--- src/include/adclp_pkg.sv ---
// adclp_pkg: register map, field positions, states and timing constants of the converter control block.
// assumes a 32-bit classic wishbone slave with one aligned word per register, 8-bit data in the low bits.
package adclp_pkg;
    // register byte addresses
    localparam logic [7:0] ADDR_STATUS_CONTROL_ONE     = 8'h00;
    localparam logic [7:0] ADDR_STATUS_CONTROL_TWO     = 8'h04;
    localparam logic [7:0] ADDR_RESULT_HIGH_BYTE       = 8'h08;
    localparam logic [7:0] ADDR_RESULT_LOW_BYTE        = 8'h0C;
    localparam logic [7:0] ADDR_COMPARE_VALUE_HIGH     = 8'h10;
    localparam logic [7:0] ADDR_COMPARE_VALUE_LOW      = 8'h14;
    localparam logic [7:0] ADDR_CONVERTER_CONFIGURATION = 8'h18;
    localparam logic [7:0] ADDR_PIN_CONTROL_FIRST      = 8'h1C;
    localparam logic [7:0] ADDR_PIN_CONTROL_SECOND     = 8'h20;

    // reset values
    localparam logic [7:0] RST_STATUS_CONTROL_ONE = 8'h1F;
    localparam logic [7:0] RST_ZERO_BYTE          = 8'h00;
    localparam logic [4:0] CHANNEL_ALL_ONES       = 5'h1F;

    // field encodings
    localparam logic [1:0] MODE_8BIT        = 2'h0;
    localparam logic [1:0] MODE_12BIT       = 2'h1;
    localparam logic [1:0] MODE_10BIT       = 2'h2;
    localparam logic [1:0] CLKSRC_BUS       = 2'h0;
    localparam logic [1:0] CLKSRC_BUS_HALF  = 2'h1;
    localparam logic [1:0] CLKSRC_ALT       = 2'h2;
    localparam logic [1:0] CLKSRC_ASYNC     = 2'h3;

    // conversion lengths in conversion clock cycles
    localparam logic [5:0] SAMPLE_SHORT_CYC = 6'h03;
    localparam logic [5:0] SAMPLE_LONG_CYC  = 6'h17;
    localparam logic [5:0] SAR_8BIT_CYC     = 6'h11;
    localparam logic [5:0] SAR_WIDE_CYC     = 6'h14;
    // async generator division of the local oscillator tick
    localparam logic [1:0] ASYNC_DIV        = 2'h1;

    typedef struct packed {
        logic       low_power_select;
        logic [1:0] clock_divider;
        logic       long_sample_select;
        logic [1:0] mode;
        logic [1:0] input_clock_source;
    } adclp_cfg_type;

    typedef struct packed {
        logic       trigger_select;
        logic       compare_enable;
        logic       compare_greater_select;
    } adclp_sc2_type;

    typedef struct packed {
        logic       completion_irq_enable;
        logic       continuous_enable;
        logic [4:0] channel_select;
    } adclp_sc1_type;

    typedef enum logic [1:0] {
        ST_IDLE   = 2'b00,
        ST_SAMPLE = 2'b01,
        ST_CONVERT = 2'b10
    } adclp_state_type;

    typedef enum logic [1:0] {
        PWR_RUN   = 2'b00,
        PWR_STOP3 = 2'b01,
        PWR_STOP12 = 2'b10
    } adclp_power_type;
endpackage

--- src/adclp_control.sv ---
// adclp_control: converter sequencing, result/compare registers, low-power mode handling, wishbone slave.
// assumes analog sample is on analog_result_i two cycles before conv_done; all inputs on clk_i except stop3_i, stop12_i, hw_trigger_i and analog_result_i.
//
// The Wishbone interface to the registers and the register addresses were left to the implementer.
`timescale 1ns/100ps
`default_nettype none
module adclp_control #(
    parameter int RES_W = 12
) (
    input  wire logic             clk_i,
    input  wire logic             rst_i,
    input  wire logic             wb_cyc_i,
    input  wire logic             wb_stb_i,
    input  wire logic             wb_we_i,
    input  wire logic [7:0]       wb_adr_i,
    input  wire logic [3:0]       wb_sel_i,
    input  wire logic [31:0]      wb_dat_i,
    output logic      [31:0]      wb_dat_o,
    output logic                  wb_ack_o,
    output logic                  wb_err_o,
    input  wire logic             hw_trigger_i,
    input  wire logic             stop3_i,
    input  wire logic             stop12_i,
    input  wire logic [RES_W-1:0] analog_result_i,
    output logic      [4:0]       channel_select_o,
    output logic      [15:0]      pin_io_disable_o,
    output logic                  sample_o,
    output logic                  irq_o
);
    // low-power request, trigger and analog word come from other domains
    logic        stop3_meta, stop3_sync, stop12_meta, stop12_sync, trig_meta, trig_sync, trig_prev;
    logic [RES_W-1:0] ana_meta, ana_sync;
    always_ff @(posedge clk_i) begin
        stop3_meta  <= stop3_i;
        stop3_sync  <= stop3_meta;
        stop12_meta <= stop12_i;
        stop12_sync <= stop12_meta;
        trig_meta   <= hw_trigger_i;
        trig_sync   <= trig_meta;
        trig_prev   <= trig_sync;
        ana_meta    <= analog_result_i;
        ana_sync    <= ana_meta;
    end

    adclp_pkg::adclp_cfg_type   cfg_reg;
    adclp_pkg::adclp_sc2_type   sc2_reg;
    adclp_pkg::adclp_sc1_type   sc1_reg;
    adclp_pkg::adclp_state_type state_reg;
    adclp_pkg::adclp_power_type power_reg;
    logic [7:0]  pin1_reg, pin2_reg, cv_high_reg, cv_low_reg;
    logic [15:0] result_reg;
    logic        complete_reg, blocked_reg, pending_reg;
    logic [5:0]  phase_cnt_reg;
    logic [1:0]  async_cnt_reg;
    logic        tick;
    logic        async_sel, stop3_gated;

    // wishbone decode
    logic wb_req, wr_en, rd_ok, ack_reg, err_reg;
    assign wb_req = wb_cyc_i & wb_stb_i & ~ack_reg & ~err_reg;
    function automatic logic known_addr(input logic [7:0] a);
        known_addr = (a == adclp_pkg::ADDR_STATUS_CONTROL_ONE) || (a == adclp_pkg::ADDR_STATUS_CONTROL_TWO) ||
                     (a == adclp_pkg::ADDR_RESULT_HIGH_BYTE) || (a == adclp_pkg::ADDR_RESULT_LOW_BYTE) ||
                     (a == adclp_pkg::ADDR_COMPARE_VALUE_HIGH) || (a == adclp_pkg::ADDR_COMPARE_VALUE_LOW) ||
                     (a == adclp_pkg::ADDR_CONVERTER_CONFIGURATION) ||
                     (a == adclp_pkg::ADDR_PIN_CONTROL_FIRST) || (a == adclp_pkg::ADDR_PIN_CONTROL_SECOND);
    endfunction
    assign rd_ok = known_addr(wb_adr_i);
    assign wr_en = wb_req & wb_we_i & wb_sel_i[0] & rd_ok;

    function automatic logic wr_at(input logic [7:0] a, input logic [7:0] target, input logic en);
        wr_at = en && (a == target);
    endfunction

    logic wr_sc1, wr_other_cfg, rd_high, rd_low;
    assign wr_sc1       = wr_at(wb_adr_i, adclp_pkg::ADDR_STATUS_CONTROL_ONE, wr_en);
    assign wr_other_cfg = wr_at(wb_adr_i, adclp_pkg::ADDR_STATUS_CONTROL_TWO, wr_en) |
                          wr_at(wb_adr_i, adclp_pkg::ADDR_CONVERTER_CONFIGURATION, wr_en) |
                          wr_at(wb_adr_i, adclp_pkg::ADDR_COMPARE_VALUE_HIGH, wr_en) |
                          wr_at(wb_adr_i, adclp_pkg::ADDR_COMPARE_VALUE_LOW, wr_en);
    assign rd_high = wr_at(wb_adr_i, adclp_pkg::ADDR_RESULT_HIGH_BYTE, wb_req & ~wb_we_i);
    assign rd_low  = wr_at(wb_adr_i, adclp_pkg::ADDR_RESULT_LOW_BYTE, wb_req & ~wb_we_i);

    // power mode tracking
    logic pwr_reset;
    assign pwr_reset = rst_i | stop12_sync;
    always_ff @(posedge clk_i) begin
        if (rst_i) begin
            power_reg <= adclp_pkg::PWR_RUN;
        end else if (stop12_sync) begin
            power_reg <= adclp_pkg::PWR_STOP12;
        end else if (stop3_sync) begin
            power_reg <= adclp_pkg::PWR_STOP3;
        end else begin
            power_reg <= adclp_pkg::PWR_RUN;
        end
    end

    assign async_sel   = (cfg_reg.input_clock_source == adclp_pkg::CLKSRC_ASYNC);
    // bus clock sources are gated off in stop3; only the local async generator keeps ticking
    assign stop3_gated = (power_reg == adclp_pkg::PWR_STOP3) & ~async_sel;

    // registers; stop1/stop2 forces every register to reset
    always_ff @(posedge clk_i) begin
        if (pwr_reset) begin
            cfg_reg     <= '0;
            sc2_reg     <= '0;
            sc1_reg     <= adclp_pkg::adclp_sc1_type'(adclp_pkg::RST_STATUS_CONTROL_ONE[6:0]);
            pin1_reg    <= adclp_pkg::RST_ZERO_BYTE;
            pin2_reg    <= adclp_pkg::RST_ZERO_BYTE;
            cv_high_reg <= adclp_pkg::RST_ZERO_BYTE;
            cv_low_reg  <= adclp_pkg::RST_ZERO_BYTE;
        end else if (wr_en) begin
            case (wb_adr_i)
                adclp_pkg::ADDR_CONVERTER_CONFIGURATION: cfg_reg <= wb_dat_i[7:0];
                adclp_pkg::ADDR_STATUS_CONTROL_TWO:      sc2_reg <= wb_dat_i[6:4];
                adclp_pkg::ADDR_STATUS_CONTROL_ONE:      sc1_reg <= wb_dat_i[6:0];
                adclp_pkg::ADDR_COMPARE_VALUE_HIGH:      cv_high_reg <= wb_dat_i[7:0];
                adclp_pkg::ADDR_COMPARE_VALUE_LOW:       cv_low_reg  <= wb_dat_i[7:0];
                adclp_pkg::ADDR_PIN_CONTROL_FIRST:       pin1_reg <= wb_dat_i[7:0];
                adclp_pkg::ADDR_PIN_CONTROL_SECOND:      pin2_reg <= wb_dat_i[7:0];
                default: ;
            endcase
        end
    end

    // conversion clock tick: local async generator or divided bus clock
    always_ff @(posedge clk_i) begin
        if (pwr_reset) begin
            async_cnt_reg <= '0;
        end else if (async_sel) begin
            async_cnt_reg <= (async_cnt_reg == adclp_pkg::ASYNC_DIV) ? 2'h0 : 2'(async_cnt_reg + 2'h1);
        end
    end
    logic [3:0] div_limit;
    always_comb begin
        // divider 00 gives one tick every input clock
        div_limit = 4'(({2'h0, 2'h1} << cfg_reg.clock_divider) - 4'h1);
        if (cfg_reg.input_clock_source == adclp_pkg::CLKSRC_BUS_HALF) begin
            div_limit = 4'({div_limit, 1'b1});
        end
    end
    logic [3:0] div_full_reg;
    always_ff @(posedge clk_i) begin
        if (pwr_reset || state_reg == adclp_pkg::ST_IDLE) begin
            div_full_reg <= '0;
        end else begin
            div_full_reg <= (div_full_reg >= div_limit) ? 4'h0 : 4'(div_full_reg + 4'h1);
        end
    end
    assign tick = async_sel ? (async_cnt_reg == adclp_pkg::ASYNC_DIV) && (div_full_reg >= div_limit)
                            : (div_full_reg >= div_limit) && !stop3_sync;

    // conversion sequencing
    logic start_req, conv_done, abort, wide_mode, sw_start, hw_start, cmp_true, transfer;
    logic [15:0] raw_res, cmp_val, diff_res;
    assign wide_mode = (cfg_reg.mode == adclp_pkg::MODE_10BIT) || (cfg_reg.mode == adclp_pkg::MODE_12BIT);
    assign sw_start  = wr_sc1 && (wb_dat_i[4:0] != adclp_pkg::CHANNEL_ALL_ONES) && !wb_dat_i[5] ? 1'b1
                     : wr_sc1 && (wb_dat_i[4:0] != adclp_pkg::CHANNEL_ALL_ONES);
    assign hw_start  = sc2_reg.trigger_select && trig_sync && !trig_prev;
    // stop3 without async clock: abort, then wait for a fresh trigger
    assign abort     = wr_sc1 | wr_other_cfg | stop3_gated;
    // a control-one write aborts; one with a channel other than all ones restarts at once, unless hardware triggers are selected or stop3 gates the clock
    logic       restart;
    logic [5:0] sample_len;
    assign restart    = sw_start && !sc2_reg.trigger_select && !stop3_gated;
    assign sample_len = cfg_reg.long_sample_select ? adclp_pkg::SAMPLE_LONG_CYC : adclp_pkg::SAMPLE_SHORT_CYC;
    assign start_req = (sc2_reg.trigger_select ? hw_start : sw_start) | pending_reg;

    function automatic logic [15:0] scale(input logic [RES_W-1:0] v, input logic [1:0] m);
        case (m)
            adclp_pkg::MODE_8BIT:  scale = 16'(v[RES_W-1 -: 8]);
            adclp_pkg::MODE_10BIT: scale = 16'(v[RES_W-1 -: 10]);
            default:               scale = 16'(v);
        endcase
    endfunction
    assign raw_res  = scale(ana_sync, cfg_reg.mode);
    assign cmp_val  = {cv_high_reg, cv_low_reg};
    assign diff_res = 16'(raw_res + (~cmp_val + 16'h0001));
    // greater select: result >= limit; otherwise result < limit
    assign cmp_true = sc2_reg.compare_greater_select ? (raw_res >= cmp_val) : (raw_res < cmp_val);

    always_ff @(posedge clk_i) begin
        if (pwr_reset || (abort && !restart)) begin
            state_reg     <= adclp_pkg::ST_IDLE;
            phase_cnt_reg <= '0;
        end else if (restart) begin
            state_reg     <= adclp_pkg::ST_SAMPLE;
            phase_cnt_reg <= sample_len;
        end else begin
            case (state_reg)
                adclp_pkg::ST_IDLE: begin
                    if (start_req) begin
                        state_reg     <= adclp_pkg::ST_SAMPLE;
                        phase_cnt_reg <= sample_len;
                    end
                end
                adclp_pkg::ST_SAMPLE: begin
                    if (tick) begin
                        if (phase_cnt_reg == '0) begin
                            state_reg     <= adclp_pkg::ST_CONVERT;
                            phase_cnt_reg <= wide_mode ? adclp_pkg::SAR_WIDE_CYC : adclp_pkg::SAR_8BIT_CYC;
                        end else begin
                            phase_cnt_reg <= 6'(phase_cnt_reg - 6'h01);
                        end
                    end
                end
                adclp_pkg::ST_CONVERT: begin
                    if (tick) begin
                        if (phase_cnt_reg == '0) begin
                            state_reg <= adclp_pkg::ST_IDLE;
                        end else begin
                            phase_cnt_reg <= 6'(phase_cnt_reg - 6'h01);
                        end
                    end
                end
                default: state_reg <= adclp_pkg::ST_IDLE;
            endcase
        end
    end
    assign conv_done = (state_reg == adclp_pkg::ST_CONVERT) && tick && (phase_cnt_reg == '0) && !abort;
    logic active_flag;
    assign active_flag = (state_reg != adclp_pkg::ST_IDLE);
    assign transfer  = conv_done && !blocked_reg && (!sc2_reg.compare_enable || cmp_true);

    // restart: continuous mode, or a blocked conversion that must be redone
    always_ff @(posedge clk_i) begin
        if (pwr_reset || abort) begin
            pending_reg <= 1'b0;
        end else if (conv_done) begin
            pending_reg <= sc1_reg.continuous_enable ||
                           (blocked_reg && !(sc2_reg.compare_enable && !cmp_true));
        end else if (state_reg == adclp_pkg::ST_IDLE) begin
            pending_reg <= 1'b0;
        end
    end

    // read-sequence lock: a high read in 10/12-bit mode opens it, low read closes it
    always_ff @(posedge clk_i) begin
        if (pwr_reset) begin
            blocked_reg <= 1'b0;
        end else if (rd_low) begin
            blocked_reg <= 1'b0;
        end else if (rd_high && wide_mode) begin
            blocked_reg <= 1'b1;
        end
    end

    // results survive stop3 and aborts; only reset or stop1/stop2 clears them
    always_ff @(posedge clk_i) begin
        if (pwr_reset) begin
            result_reg <= '0;
        end else if (transfer) begin
            result_reg <= sc2_reg.compare_enable ? diff_res : raw_res;
        end
    end

    // completion flag: set wins over the clearing write or read
    always_ff @(posedge clk_i) begin
        if (pwr_reset) begin
            complete_reg <= 1'b0;
        end else if (transfer) begin
            complete_reg <= 1'b1;
        end else if (wr_sc1 || rd_low || (rd_high && !wide_mode)) begin
            complete_reg <= 1'b0;
        end
    end

    // bus answer
    logic [7:0] rd_byte;
    always_comb begin
        case (wb_adr_i)
            adclp_pkg::ADDR_STATUS_CONTROL_ONE:      rd_byte = {complete_reg, sc1_reg};
            adclp_pkg::ADDR_STATUS_CONTROL_TWO:      rd_byte = {active_flag, sc2_reg, 4'h0};
            adclp_pkg::ADDR_RESULT_HIGH_BYTE:        rd_byte = result_reg[15:8];
            adclp_pkg::ADDR_RESULT_LOW_BYTE:         rd_byte = result_reg[7:0];
            adclp_pkg::ADDR_COMPARE_VALUE_HIGH:      rd_byte = cv_high_reg;
            adclp_pkg::ADDR_COMPARE_VALUE_LOW:       rd_byte = cv_low_reg;
            adclp_pkg::ADDR_CONVERTER_CONFIGURATION: rd_byte = cfg_reg;
            adclp_pkg::ADDR_PIN_CONTROL_FIRST:       rd_byte = pin1_reg;
            adclp_pkg::ADDR_PIN_CONTROL_SECOND:      rd_byte = pin2_reg;
            default:                                 rd_byte = 8'h00;
        endcase
    end
    always_ff @(posedge clk_i) begin
        if (rst_i) begin
            ack_reg  <= 1'b0;
            err_reg  <= 1'b0;
            wb_dat_o <= '0;
        end else begin
            ack_reg  <= wb_req & rd_ok;
            err_reg  <= wb_req & ~rd_ok;
            wb_dat_o <= (wb_req & rd_ok & ~wb_we_i) ? {24'h000000, rd_byte} : 32'h00000000;
        end
    end
    assign wb_ack_o = ack_reg;
    assign wb_err_o = err_reg;

    // outputs; interrupt wakes the core in stop3 as well
    always_ff @(posedge clk_i) begin
        if (pwr_reset) begin
            irq_o            <= 1'b0;
            sample_o         <= 1'b0;
            channel_select_o <= adclp_pkg::CHANNEL_ALL_ONES;
            pin_io_disable_o <= '0;
        end else begin
            irq_o            <= (transfer | complete_reg) & sc1_reg.completion_irq_enable;
            sample_o         <= (state_reg == adclp_pkg::ST_SAMPLE);
            channel_select_o <= sc1_reg.channel_select;
            pin_io_disable_o <= {pin2_reg, pin1_reg};
        end
    end

    // active flag spans start to conversion end or abort
    logic active_seen;
    assign active_seen = (state_reg != adclp_pkg::ST_IDLE);
    a_active_after_start: assert property (@(posedge clk_i) disable iff (pwr_reset)
        ((state_reg == adclp_pkg::ST_IDLE && start_req && !abort) || restart) |=> active_seen)
        else $error("active flag not set after start");
    a_stop3_abort_idle: assert property (@(posedge clk_i) disable iff (pwr_reset)
        stop3_gated |=> state_reg == adclp_pkg::ST_IDLE)
        else $error("stop3 without async clock did not idle");
    a_stop3_no_restart: assert property (@(posedge clk_i) disable iff (pwr_reset)
        (stop3_gated ##1 !stop3_gated && !start_req) |=> state_reg == adclp_pkg::ST_IDLE)
        else $error("converter resumed without a trigger");
    a_result_kept: assert property (@(posedge clk_i) disable iff (pwr_reset)
        !transfer |=> result_reg == $past(result_reg))
        else $error("result changed without transfer");
    a_block_discard: assert property (@(posedge clk_i) disable iff (pwr_reset)
        (conv_done && blocked_reg && !rd_low) |=> !complete_reg || $past(complete_reg))
        else $error("blocked result set the flag");
    a_compare_gate: assert property (@(posedge clk_i) disable iff (pwr_reset)
        (conv_done && sc2_reg.compare_enable && !cmp_true) |=> result_reg == $past(result_reg))
        else $error("false compare transferred a result");
    a_flag_on_done: assert property (@(posedge clk_i) disable iff (pwr_reset)
        transfer |=> complete_reg)
        else $error("completion flag missing");
    a_irq_follows: assert property (@(posedge clk_i) disable iff (pwr_reset)
        (transfer && sc1_reg.completion_irq_enable && !wr_en) |=> ##1 irq_o)
        else $error("interrupt not raised");
    a_single_stops: assert property (@(posedge clk_i) disable iff (pwr_reset)
        (conv_done && !sc1_reg.continuous_enable && !blocked_reg) |=> !pending_reg)
        else $error("single conversion restarted");
    a_stop12_clear: assert property (@(posedge clk_i)
        stop12_sync |=> (cfg_reg == '0 && result_reg == '0 && state_reg == adclp_pkg::ST_IDLE))
        else $error("stop1/2 did not reset registers");
    a_sc2_zero_bits: assert property (@(posedge clk_i) disable iff (rst_i)
        (wb_ack_o && !$past(wb_we_i) && $past(wb_adr_i) == adclp_pkg::ADDR_STATUS_CONTROL_TWO)
        |-> wb_dat_o[3:0] == 4'h0)
        else $error("control two low bits not zero");
endmodule
`default_nettype wire

--- config.mk ---
export PLATFORM = sky130hd
export DESIGN_NAME = adclp_control
export DESIGN_NICKNAME = d
export VERILOG_FILES = /design/src/include/adclp_pkg.sv /design/src/adclp_control.sv
export SDC_FILE = /design/constraint.sdc
export NUM_CORES = 1
export LEC_CHECK = 0
export BUFFER_PORTS_ARGS = -buffer_cell sky130_fd_sc_hd__buf_2
export CAP_MARGIN = 40
export CELL_PAD_IN_SITES_DETAIL_PLACEMENT = 1
export CELL_PAD_IN_SITES_GLOBAL_PLACEMENT = 1
export CORE_MARGIN = 2
export CORE_UTILIZATION = 35
export DETAILED_ROUTE_END_ITERATION = 16
export GPL_TIMING_DRIVEN = 0
export PLACE_DENSITY_LB_ADDON = 0.1
export SETUP_SLACK_MARGIN = 0.05
export SYNTH_ARGS = -nofsm -noshare
export SYNTH_HDL_FRONTEND = slang
export SYNTH_SLANG_ARGS = --single-unit
--- constraint.sdc ---
create_clock -name clk_i -period 9 [get_ports clk_i]
set_input_delay 0.9 -clock clk_i [delete_from_list [all_inputs] [get_ports clk_i]]
set_output_delay 0.9 -clock clk_i [all_outputs]
set_load 0.01 [all_outputs]
==> results.sh, run 1 <==
export IMPL_post_cts_resize_count=0
export IMPL_timing_setup_critical_path_class="register to register"
export IMPL_fmax_mhz=224
export IMPL_synth_simple_gate_area_share_pct=19.1
export IMPL_timing_max_slew_rel_slack_pct=41.8
export IMPL_grt_antenna_before_repair=0
export IMPL_drt_vias_per_instance=5.07
export IMPL_holdWs_ns=0.326
export IMPL_grt_pass1_vias=5849
export IMPL_hold_viol=0
export IMPL_initial_core_util_pct=35.4
export IMPL_worst_skew_pair_late_latency_ns=0.43
export IMPL_first_pass_iters=4
export IMPL_detail_route_antenna_nets=0
export IMPL_sequential_cell_area_fraction_in_the_yosys_report_pct=43.7
export IMPL_finalCriticalPeriod_ns=4.46
export IMPL_floorplan_die_width_um=144
export IMPL_finalMaxSlewViolations=0
export IMPL_area_growth_syn_to_layout_pct=19.6
export IMPL_synth_area_mux_share_pct=8.40
export IMPL_global_route_usage_total_pct=20.7
export IMPL_synth_flop_cell="sky130_fd_sc_hd__dfxtp_1"
export IMPL_antenna_cells_inserted=0
export IMPL_cts_setup_buffers=0
export IMPL_final_setup_tns_ns=0
export IMPL_avgSynthCellArea_um2=9.18
export IMPL_timing_critical_path_fanout_max=10
export IMPL_chip_height_um=144
export IMPL_synth_async_sr_flop_share_pct=0
export IMPL_bufs_on_longest_clock_path=2
export IMPL_std_cell_rows=51
export IMPL_htreeDepth=4
export IMPL_ys_ff_latch=149
export IMPL_ff2ff_path_depth=17
export IMPL_postCtsHoldBufs=0
export IMPL_grt_ovfl_total=0
export IMPL_route_detailed_wl_per_inst_um=18.6
export IMPL_clock_pin_slew_reported_for_the_worst_setup_and_hold_paths_after_clock_tree_synthesis_ns=0.07
export IMPL_worst_slew_pin_slew_ns=0.870
export IMPL_worst_hold_path_num_cells=0
export IMPL_cp_arrival_ns=4.80
export IMPL_synth_compound_gate_area_share_pct=15.3
export IMPL_cts_tree="done"
export IMPL_worst_ir_drop_vdd_v=0.000119
export IMPL_holdCritPathClass="register to register"
export IMPL_cts_root_buf="sky130_fd_sc_hd__clkbuf_16"
export IMPL_synthXorXnorAreaFrac_pct=2.44
export IMPL_grt_start_max_net_pins=17
export IMPL_number_of_instances_in_the_synthesized_netlist=743
export IMPL_power_density_mw_per_mm2=178
export IMPL_category_of_the_worst_setup_path_capture_point="register"
export IMPL_run_status="finished, final reports clean"
export IMPL_grt_pass1_wl_mm=32.1
export IMPL_rsz0062_at_grt="false"
export IMPL_synthesis_area_mm2=0.00682
export IMPL_maxCapViolCount=0
export IMPL_yosysUniqueCellTypes=65
export IMPL_design_portCount=121
export IMPL_final_period_utilization_pct=49.6
export IMPL_tritoncts_num_buffers=17
export IMPL_layout_nets=942
export IMPL_post_route_drc_violation_count=0
export IMPL_layout_drive_gt1_share_pct=16.6
export IMPL_yosysWarningCount=0
export IMPL_clock_skew_ns=0.0153
export IMPL_place_port_buffers=68
export IMPL_place_hpwl_mm=16.6
export IMPL_total_core_area_mm2=0.0193
export IMPL_cp_data_required_time_ns=9.34
export IMPL_crit_path_start_kind="register"
export IMPL_p_leak_nw=3.18
export IMPL_synth_top_family_by_area="simple AND/OR/NAND/NOR gates"
export IMPL_synth_edf_count=0
export IMPL_wl_mm=21.1
export IMPL_die_area_mm2=0.0206
export IMPL_vias=5733
export IMPL_clock_sinks=149
export IMPL_final_wtd_congestion=0.875
export IMPL_synth_adder_area_share_pct=4.69
export IMPL_setup_violations_final=0
export IMPL_detail_route_iter0_violations=211
## cells by family after synthesis
kind of cell,Yosys count
mux,57
compound gates,147
buf+inv,85
simple gates,260
xor+xnor,19
fa+ha+maj,25
flops,149
other cells,1
## report_power, final
group	internal (mW)	switching [mW]
combinational	0.0296	0.0488
clock	0.391	0.309
sequential	0.667	0.00368
## layout by cell type, fill, tap and decap left out, types with 15 or more instances in the layout
cell / n
sky130_fd_sc_hd__nor2_1: 96
sky130_fd_sc_hd__clkbuf_16: 17
sky130_fd_sc_hd__clkbuf_1: 24
sky130_fd_sc_hd__nand2_1: 54
sky130_fd_sc_hd__a22oi_1: 15
sky130_fd_sc_hd__inv_1: 30
sky130_fd_sc_hd__buf_2: 69
sky130_fd_sc_hd__conb_1: 24
sky130_fd_sc_hd__buf_4: 25
sky130_fd_sc_hd__and2_1: 26
sky130_fd_sc_hd__ha_1: 24
sky130_fd_sc_hd__o21ai_0: 21
sky130_fd_sc_hd__a21oi_1: 30
sky130_fd_sc_hd__mux2i_1: 55
sky130_fd_sc_hd__dfxtp_1: 149
## critical path, cell delays in order, from the launching register on
cell                       delay (ns)
sky130_fd_sc_hd__dfxtp_1         0.39
sky130_fd_sc_hd__inv_1           0.06
sky130_fd_sc_hd__ha_1            0.18
sky130_fd_sc_hd__clkbuf_1        0.22
sky130_fd_sc_hd__nor2_1          0.22
sky130_fd_sc_hd__clkbuf_1        0.35
sky130_fd_sc_hd__a21oi_1         0.17
sky130_fd_sc_hd__ha_1            0.23
sky130_fd_sc_hd__inv_1           0.07
sky130_fd_sc_hd__fa_1            0.20
sky130_fd_sc_hd__a21o_1          0.18
sky130_fd_sc_hd__a221oi_1        0.16
sky130_fd_sc_hd__o2111a_1        0.28
sky130_fd_sc_hd__a211oi_1        0.53
sky130_fd_sc_hd__o2111a_1        0.36
sky130_fd_sc_hd__clkbuf_1        0.45
sky130_fd_sc_hd__nand3_1         0.15
sky130_fd_sc_hd__a21oi_1         0.17
## metal layers
layer	share of wire, %	routed length, um	GRT usage, %
met4	1.4	291	6.40
met5	0	0	0
met1	46	9710	25.9
met3	3.5	742	4.00
met2	49	10300	36.0
## worst paths after layout
path / startpoint / to / slack (ns)
hold / removal: ana_meta[1] / ana_sync[1] / 0.33
setup reg to reg: cfg_reg[3] / result_reg[12] / 4.54
setup / recovery: cfg_reg[3] / result_reg[12] / 4.54
hold reg to reg: ana_meta[1] / ana_sync[1] / 0.33
## cells in the mapped netlist, drive strengths merged, types with 3 or more instances
cell type / number / area [um^2]
a2111oi: 3 / 27.5
a211oi: 13 / 97.6
a21o: 6 / 45.0
a21oi: 30 / 150
a221oi: 12 / 105
a222oi: 4 / 40.0
a22o: 3 / 26.3
a22oi: 15 / 113
a31oi: 13 / 81.3
a32o: 4 / 40.0
and2: 26 / 163
and3: 7 / 43.8
buf: 31 / 226
clkbuf: 24 / 90.1
dfxtp: 149 / 2980
ha: 24 / 300
inv: 30 / 113
mux2i: 55 / 551
nand2: 54 / 203
nand2b: 10 / 62.6
nand3: 10 / 50.1
nand3b: 5 / 50.1
nand4: 3 / 18.8
nor2: 96 / 360
nor2b: 4 / 25.0
nor3: 15 / 109
nor4: 6 / 43.8
o21ai: 22 / 114
o31ai: 3 / 27.5
or2: 5 / 31.3
or3: 11 / 68.8
or4: 4 / 33.8
xnor2: 12 / 105
xor2: 7 / 61.3
## final cells by class
class                   instances  area (um^2)
inverters                      30          113
well taps                     265          332
flip-flops and latches        149         2980
fillers                      2317        11100
plain buffers                  55          317
clock inverters                15          151
multi-input cells             532         3500
repair buffers                 68          340
clock buffers                  17          425
## through the flow
stage               power (mW)  area, um^2  util [%]  std cells  setup WS (ns)
floorplan                0.733        6910         -        766           5.51
global placement         0.762        7580      39.3       1099           4.62
detailed placement       0.764        7580      39.3       1099           4.51
CTS                       1.46        8160      42.3       1131           4.45
global route              1.50        8160      42.3       1131           4.12
finish                    1.45        8160      42.3       1131           4.54
Note: power is estimated with default switching activity, not from simulation.
==> run 2, diff against run 1 <==
--- a/config.mk
+++ b/config.mk
@@ -5,6 +5,7 @@
 export SDC_FILE = /design/constraint.sdc
 export NUM_CORES = 1
 export LEC_CHECK = 0
+export ABC_AREA = 1
 export BUFFER_PORTS_ARGS = -buffer_cell sky130_fd_sc_hd__buf_2
 export CAP_MARGIN = 40
 export CELL_PAD_IN_SITES_DETAIL_PLACEMENT = 1
==> constraint.sdc (replaced) <==
create_clock -name clk_i -period 4.3 [get_ports clk_i]
set_input_delay 0.43 -clock clk_i [delete_from_list [all_inputs] [get_ports clk_i]]
set_output_delay 0.43 -clock clk_i [all_outputs]
set_load 0.01 [all_outputs]
==> results.sh, run 2 <==
export IMPL_std_cell_rows=51
export IMPL_timing_critical_path_fanout_max=10
export IMPL_fin_cells=1322
export IMPL_finalInstanceArea_mm2=0.00831
export IMPL_maxCapViolCount=0
export IMPL_cts_setup_buffers=0
export IMPL_postCtsHoldBufs=0
export IMPL_synth_cells_most_frequent="158 x sky130_fd_sc_hd__nand2_1, 149 x sky130_fd_sc_hd__dfxtp_1, 137 x sky130_fd_sc_hd__nor2_1, 134 x sky130_fd_sc_hd__inv_1, 56 x sky130_fd_sc_hd__a21oi_1"
export IMPL_floorplan_die_width_um=145
export IMPL_clock_skew_ns=0.0132
export IMPL_post_route_drc_violation_count=0
export IMPL_wl_mm=21.7
export IMPL_yosysUniqueCellTypes=45
export IMPL_clock_sinks=149
export IMPL_detailed_place_area_mm2=0.00775
export IMPL_finalMaxSlewViolations=0
export IMPL_layout_core_utilization_pct=42.6
export IMPL_synth_flop_cell="sky130_fd_sc_hd__dfxtp_1"
export IMPL_total_core_area_mm2=0.0195
export IMPL_area_growth_syn_to_layout_pct=19.0
export IMPL_worst_slew_pin_slew_ns=0.710
export IMPL_tritoncts_num_buffers=17
export IMPL_final_cell_mix="158 x sky130_fd_sc_hd__nand2_1, 149 x sky130_fd_sc_hd__dfxtp_1, 137 x sky130_fd_sc_hd__nor2_1"
export IMPL_ys_ff_latch=149
export IMPL_synth_async_sr_flop_share_pct=0
export IMPL_p_leak_nw=3.70
export IMPL_worst_path_largest_cell_delay_ns=0.47
export IMPL_hold_viol=0
export IMPL_htreeDepth=4
export IMPL_worst_hold_path_num_cells=1
export IMPL_place_hpwl_mm=16.8
export IMPL_yosys_top_cells_area="sky130_fd_sc_hd__dfxtp_1 43%, sky130_fd_sc_hd__nand2_1 8.5%, sky130_fd_sc_hd__nor2_1 7.4%"
export IMPL_chip_height_um=145
export IMPL_bufs_on_longest_clock_path=2
export IMPL_global_route_usage_total_pct=21.2
export IMPL_vias=6330
export IMPL_die_area_mm2=0.0211
export IMPL_cts_root_buf="sky130_fd_sc_hd__clkbuf_16"
export IMPL_grt_start_max_net_pins=17
export IMPL_cts_tree="done"
export IMPL_power_density_mw_per_mm2=362
export IMPL_post_place_cells=1291
export IMPL_place_port_buffers=69
export IMPL_first_pass_iters=5
export IMPL_clock_pin_slew_reported_for_the_worst_setup_and_hold_paths_after_clock_tree_synthesis_ns=0.06
export IMPL_route_detailed_wl_per_inst_um=16.4
export IMPL_timing_max_slew_rel_slack_pct=52.7
export IMPL_post_cts_resize_count=0
export IMPL_run_status="finished, final reports clean"
export IMPL_detail_route_iter0_violations=345
export IMPL_grt_pass1_wl_mm=35.3
export IMPL_initial_core_util_pct=35.8
export IMPL_finalCriticalPeriod_ns=3.72
export IMPL_synth_edf_count=0
export IMPL_critical_path_slowest_cell="sky130_fd_sc_hd__nor2_1"
export IMPL_yosys_area_top_type="sky130_fd_sc_hd__dfxtp_1"
export IMPL_detail_route_antenna_nets=0
export IMPL_worst_skew_pair_late_latency_ns=0.42
export IMPL_grt_antenna_before_repair=0
export IMPL_category_of_the_worst_setup_path_capture_point="register"
export IMPL_final_setup_tns_ns=0
export IMPL_synth_top_cell_area_share_pct=42.7
export IMPL_number_of_instances_in_the_synthesized_netlist=934
export IMPL_grt_pass1_vias=6458
export IMPL_rsz0062_at_grt="false"
export IMPL_layout_drive_gt1_share_pct=15.5
export IMPL_sequential_cell_area_fraction_in_the_yosys_report_pct=42.7
export IMPL_drt_vias_per_instance=4.79
export IMPL_timing_setup_critical_path_class="register to register"
export IMPL_fillerInstances=2501
export IMPL_yosysWarningCount=0
export IMPL_crit_path_start_kind="register"
export IMPL_layout_nets=1134
export IMPL_synthMostInstantiatedCell="sky130_fd_sc_hd__nand2_1"
export IMPL_synthesis_area_mm2=0.00698
export IMPL_ff2ff_path_depth=20
export IMPL_final_wtd_congestion=0.845
export IMPL_grt_ovfl_total=0
export IMPL_cp_data_required_time_ns=4.61
export IMPL_avgSynthCellArea_um2=7.48
export IMPL_critPathMostFrequentCell="sky130_fd_sc_hd__nor2_1"
export IMPL_final_period_utilization_pct=86.6
export IMPL_holdCritPathClass="input pin to register"
export IMPL_design_portCount=121
export IMPL_cp_arrival_ns=4.03
export IMPL_antenna_cells_inserted=0
export IMPL_mostFrequentLayoutCell="sky130_fd_sc_hd__nand2_1"
export IMPL_setup_violations_final=0
export IMPL_worst_ir_drop_vdd_v=0.000232
export IMPL_fmax_mhz=269
export IMPL_timing_critical_path_cells="inv_1 -> ha_1 -> nor2_1 -> a21oi_1 -> ha_1 -> inv_1 -> fa_1 -> inv_1 -> o21ai_1 -> nand2_1 -> nand2_1 -> nand2_1 -> a21oi_1 -> nor2_1 -> nor2_1 -> nand2_2 -> buf_6 -> buf_6 -> nor2_1 -> nor2_1"
run 2: cell type report:
type                            count  area (um^2)  area share (%)
Timing Repair Buffer               69          345            4.16
Clock buffer                       19          433            5.21
Sequential cell                   149         2980            35.9
Tap cell                          265          332            3.99
Multi-Input combinational cell    620         3270            39.4
Clock inverter                     12          131            1.58
Inverter                          144          541            6.50
Buffer                             44          274            3.30
run 2: routing by layer:
layer  track usage [%]  routed length (um)  vias to the layer above
met5                 0                   0                        -
met4              5.64                 255                        0
met3              3.43                 660                       16
met2              36.2               10400                      105
met1              27.8               10400                     2994
li1                  -                   -                     3215
run 2: worst max-delay path, delay by kind of cell, from the launching register on:
kind | cells | cell delay [ns]
AND/OR/NAND/NOR | 9 | 1.36
buffers and inverters | 5 | 0.56
AO/OA/AOI/OAI | 3 | 0.63
flip-flops | 1 | 0.32
adder cells (fa/ha/maj) | 3 | 0.74
run 2: kinds of logic after synthesis:
group / after synthesis / synth area share (%)
buffers and inverters: 188 / 11.7
xor gates and xnor gates: 16 / 2.01
AOI/OAI and AO/OA: 186 / 16.1
adders and majority gates: 25 / 4.59
and+or+nand+nor: 369 / 22.9
DFF: 149 / 42.7
other: 1 / 0.0537
run 2: path summary, 6_finish.rpt:
kind                       startpoint             to  slack (ns)
setup / recovery           cfg_reg[2]  result_reg[8]        0.58
setup reg to reg           cfg_reg[2]  result_reg[8]        0.58
hold / removal    analog_result_i[10]   ana_meta[10]        0.10
hold reg to reg           stop12_meta    stop12_sync        0.32
run 2: through the flow:
| step | hold WS [ns] | setup WS, ns | total power, mW |
|---|---|---|---|
| 4_1_cts | 0.0888 | 0.590 | 3.04 |
| 6_report | 0.101 | 0.576 | 3.01 |
| 5_1_grt | 0.0789 | 0.185 | 3.13 |
| 3_3_place_gp | 0.311 | 0.660 | 1.59 |
| 3_5_place_dp | 0.313 | 0.637 | 1.59 |
| 2_1_floorplan | 0.310 | 1.41 | 1.53 |
run 2: power breakdown:
group	internal [mW]	total, mW	switching (mW)
Sequential	1.40	1.40	0.00469
Combinational	0.0562	0.161	0.105
Clock	0.850	1.45	0.595
Total	2.30	3.01	0.705
